--- config.mk ---
export PLATFORM = sky130hd
export DESIGN_NAME = ccrs_top
export DESIGN_NICKNAME = d
export VERILOG_FILES = /design/src/ccrs_pkg.sv /design/src/ccrs_lock_timer.sv /design/src/ccrs_top.sv
export SDC_FILE = /design/constraint.sdc
export NUM_CORES = 1
export LEC_CHECK = 0
export BUFFER_PORTS_ARGS = -buffer_cell sky130_fd_sc_hd__buf_2
export CELL_PAD_IN_SITES_DETAIL_PLACEMENT = 1
export CELL_PAD_IN_SITES_GLOBAL_PLACEMENT = 1
export CORE_MARGIN = 10
export CORE_UTILIZATION = 35
export CTS_CLUSTER_SIZE = 40
export DETAILED_ROUTE_END_ITERATION = 8
export PLACE_DENSITY_LB_ADDON = 0.1
export SYNTH_ARGS = -nofsm -noshare
export SYNTH_HDL_FRONTEND = slang
export SYNTH_SLANG_ARGS = --single-unit
--- constraint.sdc ---
create_clock -name clk -period 1.4 [get_ports clk]
set_input_delay 0.42 -clock clk [delete_from_list [all_inputs] [get_ports clk]]
set_output_delay 0.42 -clock clk [all_outputs]
set_load 0.01 [all_outputs]
--- src/ccrs_pkg.sv ---
// Purpose: shared constants and types for the core clock/reset sequencer
// Assumes: one 25 MHz reference clock, plain register port
// Notes:   register offsets and field positions are local choices
package ccrs_pkg;

	// ------------------------------------------------------------
	// timing
	// ------------------------------------------------------------
	localparam int unsigned LOCK_CYCLES = 4096;
	localparam int unsigned LOCK_W      = 13;

	// ------------------------------------------------------------
	// register map
	// ------------------------------------------------------------
	localparam logic [7:0] OFS_POWER_MGMT_CONTROL_REG  = 8'h00;
	localparam logic [7:0] OFS_STATUS = 8'h04;

	localparam int unsigned MULT_LSB   = 0;
	localparam int unsigned MULT_W     = 5;
	localparam int unsigned DIV_LSB    = 5;
	localparam int unsigned DIV_W      = 3;
	localparam int unsigned BYPASS_BIT = 8;
	localparam int unsigned OUTSEL_BIT = 12;

	localparam int unsigned ST_STRAP_LSB = 0;
	localparam int unsigned ST_RUN_BIT   = 2;
	localparam int unsigned ST_SW_BIT    = 3;

	// ------------------------------------------------------------
	// strap encodings and derived settings
	// ------------------------------------------------------------
	localparam logic [1:0] STRAP_X3  = 2'h0;
	localparam logic [1:0] STRAP_X16 = 2'h1;
	localparam logic [1:0] STRAP_X8  = 2'h2;
	localparam logic [1:0] STRAP_RSV = 2'h3;

	localparam logic [MULT_W-1:0] MULT_X3  = 5'h03;
	localparam logic [MULT_W-1:0] MULT_X16 = 5'h10;
	localparam logic [MULT_W-1:0] MULT_X8  = 5'h08;
	localparam logic [MULT_W-1:0] MULT_X1  = 5'h01;
	localparam logic [DIV_W-1:0]  DIV_RST  = 3'h1;

	// ------------------------------------------------------------
	// types
	// ------------------------------------------------------------
	typedef enum logic [1:0] {
		SEQ_RESET = 2'b00,
		SEQ_LOCK  = 2'b01,
		SEQ_RUN   = 2'b10
	} ccrs_seq_t;

	typedef struct packed {
		logic [7:0]  addr;
		logic [31:0] wdata;
		logic        wr;
		logic        rd;
	} ccrs_bus_req_t;

	typedef struct packed {
		logic [MULT_W-1:0] mult;
		logic [DIV_W-1:0]  div;
		logic              bypass;
	} ccrs_clk_cfg_t;

endpackage

--- src/ccrs_lock_timer.sv ---
// Purpose: counts reference cycles while the pll settles
// Assumes: start held high for the whole wait
// Notes:   done is a level that stays high until start drops
module ccrs_lock_timer (
	input  wire logic clk,
	input  wire logic rst_n,
	input  wire logic start,
	output logic      done
);

	// ------------------------------------------------------------
	// counter
	// ------------------------------------------------------------
	logic [ccrs_pkg::LOCK_W-1:0] cnt_ff;
	logic [ccrs_pkg::LOCK_W-1:0] nxt_cnt;
	localparam logic [ccrs_pkg::LOCK_W-1:0] LAST =
		ccrs_pkg::LOCK_W'(ccrs_pkg::LOCK_CYCLES - 1);

	always_comb begin
		if (!start)
			nxt_cnt = '0;
		else if (cnt_ff != LAST)
			nxt_cnt = cnt_ff + 1'b1;
		else
			nxt_cnt = cnt_ff;
	end

	always_ff @(posedge clk or negedge rst_n) begin
		if (!rst_n)
			cnt_ff <= '0;
		else
			cnt_ff <= nxt_cnt;
	end

	assign done = start && (cnt_ff == LAST);

endmodule

--- src/ccrs_top.sv ---
// Purpose: core clock and reset sequencing with strap-selected ratio
// Assumes: ref clock is clk; pll itself lives outside, this steers it
// Notes:   registers on a plain port, read data one cycle after rd
module ccrs_top (
	input  wire logic                    clk,
	input  wire logic                    rstn,
	input  wire ccrs_pkg::ccrs_bus_req_t bus_req,
	output logic [31:0]                  bus_rdata,
	input  wire logic [1:0]              ratio_strap_pins,
	input  wire logic                    pll_clock_level,
	output ccrs_pkg::ccrs_clk_cfg_t      core_clk_cfg,
	output logic                         core_reset_n,
	output logic                         reset_or_clock_output
);

	// ------------------------------------------------------------
	// reset release
	// ------------------------------------------------------------
	// power-up reset is held by the board, so this always starts clean
	// only the second stage is read; the first may be metastable
	logic rst_meta_ff;
	logic rst_n_ff;

	always_ff @(posedge clk or negedge rstn) begin
		if (!rstn) begin
			rst_meta_ff <= 1'b0;
			rst_n_ff    <= 1'b0;
		end else begin
			rst_meta_ff <= 1'b1;
			rst_n_ff    <= rst_meta_ff;
		end
	end

	// ------------------------------------------------------------
	// sequencer
	// ------------------------------------------------------------
	ccrs_pkg::ccrs_seq_t seq_ff;
	ccrs_pkg::ccrs_seq_t nxt_seq;
	logic                lock_done;

	// counter relies on a free-running, steady reference clock
	ccrs_lock_timer u_lock (
		.clk   (clk),
		.rst_n (rst_n_ff),
		.start (seq_ff == ccrs_pkg::SEQ_LOCK),
		.done  (lock_done)
	);

	// run is terminal: only a fresh reset restarts the lock wait
	always_comb begin
		nxt_seq = seq_ff;
		unique case (seq_ff)
			ccrs_pkg::SEQ_RESET: begin
				nxt_seq = ccrs_pkg::SEQ_LOCK;
			end
			ccrs_pkg::SEQ_LOCK: begin
				if (lock_done)
					nxt_seq = ccrs_pkg::SEQ_RUN;
			end
			ccrs_pkg::SEQ_RUN: begin
				nxt_seq = ccrs_pkg::SEQ_RUN;
			end
			default: begin
				nxt_seq = ccrs_pkg::SEQ_RESET;
			end
		endcase
	end

	always_ff @(posedge clk or negedge rst_n_ff) begin
		if (!rst_n_ff)
			seq_ff <= ccrs_pkg::SEQ_RESET;
		else
			seq_ff <= nxt_seq;
	end

	logic running;
	assign running = (seq_ff == ccrs_pkg::SEQ_RUN);

	// ------------------------------------------------------------
	// strap capture
	// ------------------------------------------------------------
	// async reset may only load constants, so sampling waits for release
	// a strap change once the core runs waits for the next reset
	logic [1:0] strap_ff;

	always_ff @(posedge clk or negedge rst_n_ff) begin
		if (!rst_n_ff)
			strap_ff <= ccrs_pkg::STRAP_X3;
		else if (!running)
			strap_ff <= ratio_strap_pins;
	end

	// ------------------------------------------------------------
	// control register
	// ------------------------------------------------------------
	logic                              wr_power_mgmt_control_reg;
	logic                              sw_prog_ff;
	logic [ccrs_pkg::MULT_W-1:0]       mult_ff;
	logic [ccrs_pkg::DIV_W-1:0]        div_ff;
	logic                              bypass_ff;
	logic                              outsel_ff;
	logic [ccrs_pkg::MULT_W-1:0]       strap_mult;
	logic                              strap_bypass;

	// writes before the core runs are dropped: pll is still locking
	assign wr_power_mgmt_control_reg = bus_req.wr && running &&
		(bus_req.addr == ccrs_pkg::OFS_POWER_MGMT_CONTROL_REG);

	always_comb begin
		strap_mult   = ccrs_pkg::MULT_X1;
		strap_bypass = 1'b0;
		unique case (strap_ff)
			ccrs_pkg::STRAP_X3:  strap_mult = ccrs_pkg::MULT_X3;
			ccrs_pkg::STRAP_X16: strap_mult = ccrs_pkg::MULT_X16;
			ccrs_pkg::STRAP_X8:  strap_mult = ccrs_pkg::MULT_X8;
			ccrs_pkg::STRAP_RSV: begin
				// reserved code: run straight off the reference
				strap_mult   = ccrs_pkg::MULT_X1;
				strap_bypass = 1'b1;
			end
		endcase
	end

	// sticky: once software owns the pll settings the straps stop steering
	always_ff @(posedge clk or negedge rst_n_ff) begin
		if (!rst_n_ff)
			sw_prog_ff <= 1'b0;
		else if (wr_power_mgmt_control_reg)
			sw_prog_ff <= 1'b1;
	end

	// a write replaces all fields at once, so no half-set ratio is seen
	always_ff @(posedge clk or negedge rst_n_ff) begin
		if (!rst_n_ff) begin
			mult_ff   <= ccrs_pkg::MULT_X3;
			div_ff    <= ccrs_pkg::DIV_RST;
			bypass_ff <= 1'b0;
		end else if (wr_power_mgmt_control_reg) begin
			mult_ff   <= bus_req.wdata[ccrs_pkg::MULT_LSB +:
				ccrs_pkg::MULT_W];
			div_ff    <= bus_req.wdata[ccrs_pkg::DIV_LSB +:
				ccrs_pkg::DIV_W];
			bypass_ff <= bus_req.wdata[ccrs_pkg::BYPASS_BIT];
		end else if (!sw_prog_ff) begin
			mult_ff   <= strap_mult;
			div_ff    <= ccrs_pkg::DIV_RST;
			bypass_ff <= strap_bypass;
		end
	end

	// reset-out by default, so a part on the pin is held with the core
	always_ff @(posedge clk or negedge rst_n_ff) begin
		if (!rst_n_ff)
			outsel_ff <= 1'b0;
		else if (wr_power_mgmt_control_reg)
			outsel_ff <= bus_req.wdata[ccrs_pkg::OUTSEL_BIT];
	end

	// ------------------------------------------------------------
	// core side outputs
	// ------------------------------------------------------------
	always_ff @(posedge clk or negedge rst_n_ff) begin
		if (!rst_n_ff)
			core_reset_n <= 1'b0;
		else
			core_reset_n <= running;
	end

	assign core_clk_cfg.mult   = mult_ff;
	assign core_clk_cfg.div    = div_ff;
	assign core_clk_cfg.bypass = bypass_ff;

	// pin and core reset come from one state, so they never skew
	// shared pin: clock mode only mirrors the pll level, one cycle late
	always_ff @(posedge clk or negedge rst_n_ff) begin
		if (!rst_n_ff)
			reset_or_clock_output <= 1'b0;
		else if (outsel_ff)
			reset_or_clock_output <= pll_clock_level;
		else
			reset_or_clock_output <= running;
	end

	// ------------------------------------------------------------
	// read port
	// ------------------------------------------------------------
	// unmapped addresses read as zero
	// read data stands one cycle, then drops back to zero
	logic [31:0] rd_word;

	always_comb begin
		rd_word = '0;
		if (bus_req.addr == ccrs_pkg::OFS_POWER_MGMT_CONTROL_REG) begin
			rd_word[ccrs_pkg::MULT_LSB +: ccrs_pkg::MULT_W] = mult_ff;
			rd_word[ccrs_pkg::DIV_LSB +: ccrs_pkg::DIV_W]   = div_ff;
			rd_word[ccrs_pkg::BYPASS_BIT] = bypass_ff;
			rd_word[ccrs_pkg::OUTSEL_BIT] = outsel_ff;
		end else if (bus_req.addr == ccrs_pkg::OFS_STATUS) begin
			rd_word[ccrs_pkg::ST_STRAP_LSB +: $bits(strap_ff)] = strap_ff;
			rd_word[ccrs_pkg::ST_RUN_BIT]        = running;
			rd_word[ccrs_pkg::ST_SW_BIT]         = sw_prog_ff;
		end
	end

	always_ff @(posedge clk or negedge rst_n_ff) begin
		if (!rst_n_ff)
			bus_rdata <= '0;
		else if (bus_req.rd)
			bus_rdata <= rd_word;
		else
			bus_rdata <= '0;
	end

endmodule

==> key figures <==
Outcome
  – Status: finished with violations
  – Violations in the final reports: negative setup slack

Floorplan
  – Die area: 0.00932 mm^2
  – Placement row count: 27
  – Die H: between 90 and 100 um
  – IO Pins: 90
  – CORE AREA: between 0.005 and 0.006 mm^2
  – Die width: a little under 100 um
  – Initial Utilization: roughly 37%

Timing
  – Sum Neg Setup Slack: -1.57 ns
  – Worst slew pin tran: about 0.54 ns
  – Final WS setup: -0.196 ns
  – Final Slew Violations: 0
  – Final Cycle Share: 114%
  – Final Hold Viols: 0
  – Final worst path period need: 1.60 ns
  – FMAX: between 600 and 700 MHz
  – Setup violators final: 14
  – Worst Hold Slack: approximately 0.24 ns
  – Clock skew: 0.00523 ns
  – RSZ-0062 raised after global routing: true
  – Worst rel slew slack: roughly 64%

Final layout
  – NumNets Final: around 340
  – # diodes: 0
  – Share of layout cells above drive strength 1: between 50% and 60%
  – Fill cells: approximately 640
  – Area of the multi-input gates: ~0.0011 mm^2
  – Synthesis-to-layout area growth: 47.1%
  – Register Area: approximately 0.0011 mm^2
  – Design Area, Final: 0.00302 mm^2

Placed design
  – Final Wtd Congestion: 0.706
  – Pre-CTS worst setup slack: -0.246 ns
  – IO buf count: 45
  – Dpl cell area: about 0.0025 mm^2
  – DP HPWL: 3.98 mm

Logic synthesis
  – Yosys top cell area share: 47.6%
  – Synth Cell Area: between 0.002 and 0.0025 mm^2
  – Syn Inst Count: just under 200
  – YS warnings: 0
  – Yosys reg bits: 42
  – Synth unique cells: 36
  – EDFF count, synth: 0
  – Largest area contributor in the netlist: dfrtp_1
  – Average size of a mapped cell: around 10 um^2
  – Synth top area cells: dfrtp_1 (48%), buf_4 (8.4%), ha_1 (4.9%)
  – Top-count cell post-synth: dfrtp_1
  – Primary FF master, synth: dfrtp_1
  – Sequential fraction of the synthesis area: 51.4%
  – Post-synth ARST share: 100%
  – Synth top cells by count: dfrtp_1 (39), buf_4 (23), nor2_1 (16)

Global route
  – First-pass GRT wire length: 9.08 mm
  – GR Overflow Total: 0
  – Initial antenna violation count: 0
  – All-Layer GR Usage: between 10% and 20%
  – Largest net degree at the start of global routing: 41
  – Vias in the first global route: ~1,900

Pwr
  – Flop pwr share: 55.9%
  – Clock power frac: between 30% and 40%
  – Lkg Pwr: roughly 0.0015 uW
  – Total chip power: between 2000 and 2500 uW
  – Switching share of power: between 20% and 30%
  – Worst IR Drop VDD: just under 0.4 mV
  – Comb pwr share: a little under 8%
  – Cell internal pwr: 1660 uW
  – Cell area power density: 738 mW/mm^2
  – NetSw: about 570 uW

Clock tree
  – Sink Count: 42
  – Root Driver: clkbuf_8
  – CTS tree: built
  – CTS Buf Count: 5
  – Clock Latency Late Sink: a little under 0.3 ns
  – Clock Path Buffers: 2
  – Clock slew at reported path FFs: 0.09 ns
  – H-tree depth: 2

Critical path
  – Arrival time worst endpoint: ~1.8 ns
  – Startpoint Class: flop
  – Critical Path RT: around 1.6 ns
  – Critical path type: reg2reg
  – Slowest-stage cell, CP: or4_1
  – Crit path capture type: flop
  – Max FO, Critical Path: 4
  – Cell breakdown of the critical path: nand4_1 > buf_6 > buf_4 > or4_1 > a21oi_1
  – Crit path largest cell delay: roughly 0.50 ns
  – CP top delay family: simple AND/OR/NAND/NOR gates
  – Buf+Inv Stages, Crit Path: 2

Detailed routing
  – Routed WL per cell: approximately 16 um
  – Initial DRC Count: between 40 and 50
  – DRC Markers: 0
  – Routed WL: roughly 6 mm
  – 1st-pass router iterations: 4
  – Vias: around 1,700
  – Drt via density: roughly 4.8
  – Detail Route Antenna Nets: 0

Flow run
  – Max-cap violations: 0

Worst hold path
  – Hold WC Path Type: reg2async
-- power groups by stage --
stage	Clock, uW	Sequential, uW	Combinational [uW]
after global placement	0	1270	143
after floorplan	0	1280	106
after CTS	840	1240	162
final	809	1240	172
after global routing	887	1250	194
after detailed placement	0	1270	143
-- placed cells by master, fill, tap and decap left out, types with 2 or more instances in the layout --
| cell | count |
|---|---|
| nor2_2 | 2 |
| buf_4 | 34 |
| a31oi_1 | 2 |
| mux2_2 | 3 |
| o21ai_2 | 4 |
| conb_1 | 23 |
| dfrtp_1 | 38 |
| buf_6 | 13 |
| clkbuf_8 | 5 |
| buf_2 | 42 |
| dfstp_2 | 3 |
| nand2_1 | 4 |
| and2_1 | 5 |
| ha_4 | 2 |
| mux2i_1 | 10 |
| nand3_1 | 6 |
| nor2_4 | 6 |
| nor2_1 | 8 |
| o21ai_0 | 3 |
| ha_1 | 6 |
| nand4_1 | 4 |
| or4_1 | 3 |
| nor3_1 | 2 |
| clkinvlp_4 | 2 |
| a21oi_1 | 5 |
| buf_12 | 2 |
| o21ai_1 | 5 |
| o31ai_1 | 2 |
| a21oi_2 | 8 |
| inv_1 | 12 |
-- state kept, by name (all words and copies together) (netlist names) --
register,count
mult_ff,5
strap_ff,2
sw_prog_ff,1
bypass_ff,1
rst_meta_ff,1
u_lock.cnt_ff,13
outsel_ff,1
seq_ff,2
div_ff,3
bus_rdata,10
core_reset_n,1
reset_or_clock_output,1
rst_n_ff,1
-- worst paths after layout --
| check | start | endpoint | slack [ns] | cells past startpoint |
|---|---|---|---|---|
| setup / recovery | u_lock.cnt_ff[5] | u_lock.cnt_ff[7] | -0.20 | 5 |
| hold reg to reg | rst_n_ff | bus_rdata[6] | 0.24 | 1 |
| max in group asynchronous | rstn | rst_meta_ff | 0.88 | 2 |
| setup reg to reg | u_lock.cnt_ff[5] | u_lock.cnt_ff[7] | -0.20 | 5 |
| hold / removal | rst_n_ff | bus_rdata[6] | 0.24 | 1 |
| min in group clk | bus_req[4] | mult_ff[2] | 0.35 | 3 |
-- stage by stage --
stage | std cells | util (%)
detailed placement | 335 | 44.7
global route | 362 | 53.8
finish | 362 | 53.8
CTS | 358 | 50.9
global placement | 335 | 44.7
floorplan | 218 | -
-- logic make-up after synthesis --
kind of cell,count (synthesis),synth area share [%]
adders and majority gates,8,4.88
buffers and inverters,42,12.1
AOI/OAI and AO/OA,35,9.82
xor gates and xnor gates,1,0.427
other,2,0.366
DFF,42,51.4
muxes,14,7.08
and+or+nand+nor,53,13.9
-- layout make-up --
class                   instances  share of cell area (%)
flip-flops and latches         42                    35.0
multi-input cells             134                    34.9
repair buffers                 93                    22.4
well taps                      72                    2.99
clock buffers                   5                    2.28
inverters                      13                    1.62
clock inverters                 3                   0.788
-- repair_timing --
item | CTS | global route
hold buffers | 1 | 0
endpoints found under the setup margin | 25 | 33
gates resized for setup | 38 | 32
buffers inserted | 13 | 5
hold endpoints to repair | 2 | 0
pin swaps | 15 | 14
cloned | 2 | 0
-- routing by layer --
metal / vias to the layer above / share of wire [%] / GRT usage [%]
met4: 0 / 0.36 / 1.82
met5: - / 0 / 0
met3: 4 / 7.7 / 4.32
met1: 853 / 45 / 16.1
met2: 61 / 47 / 19.2
li1: 809 / - / -
Power figures use the tool's default switching activity.
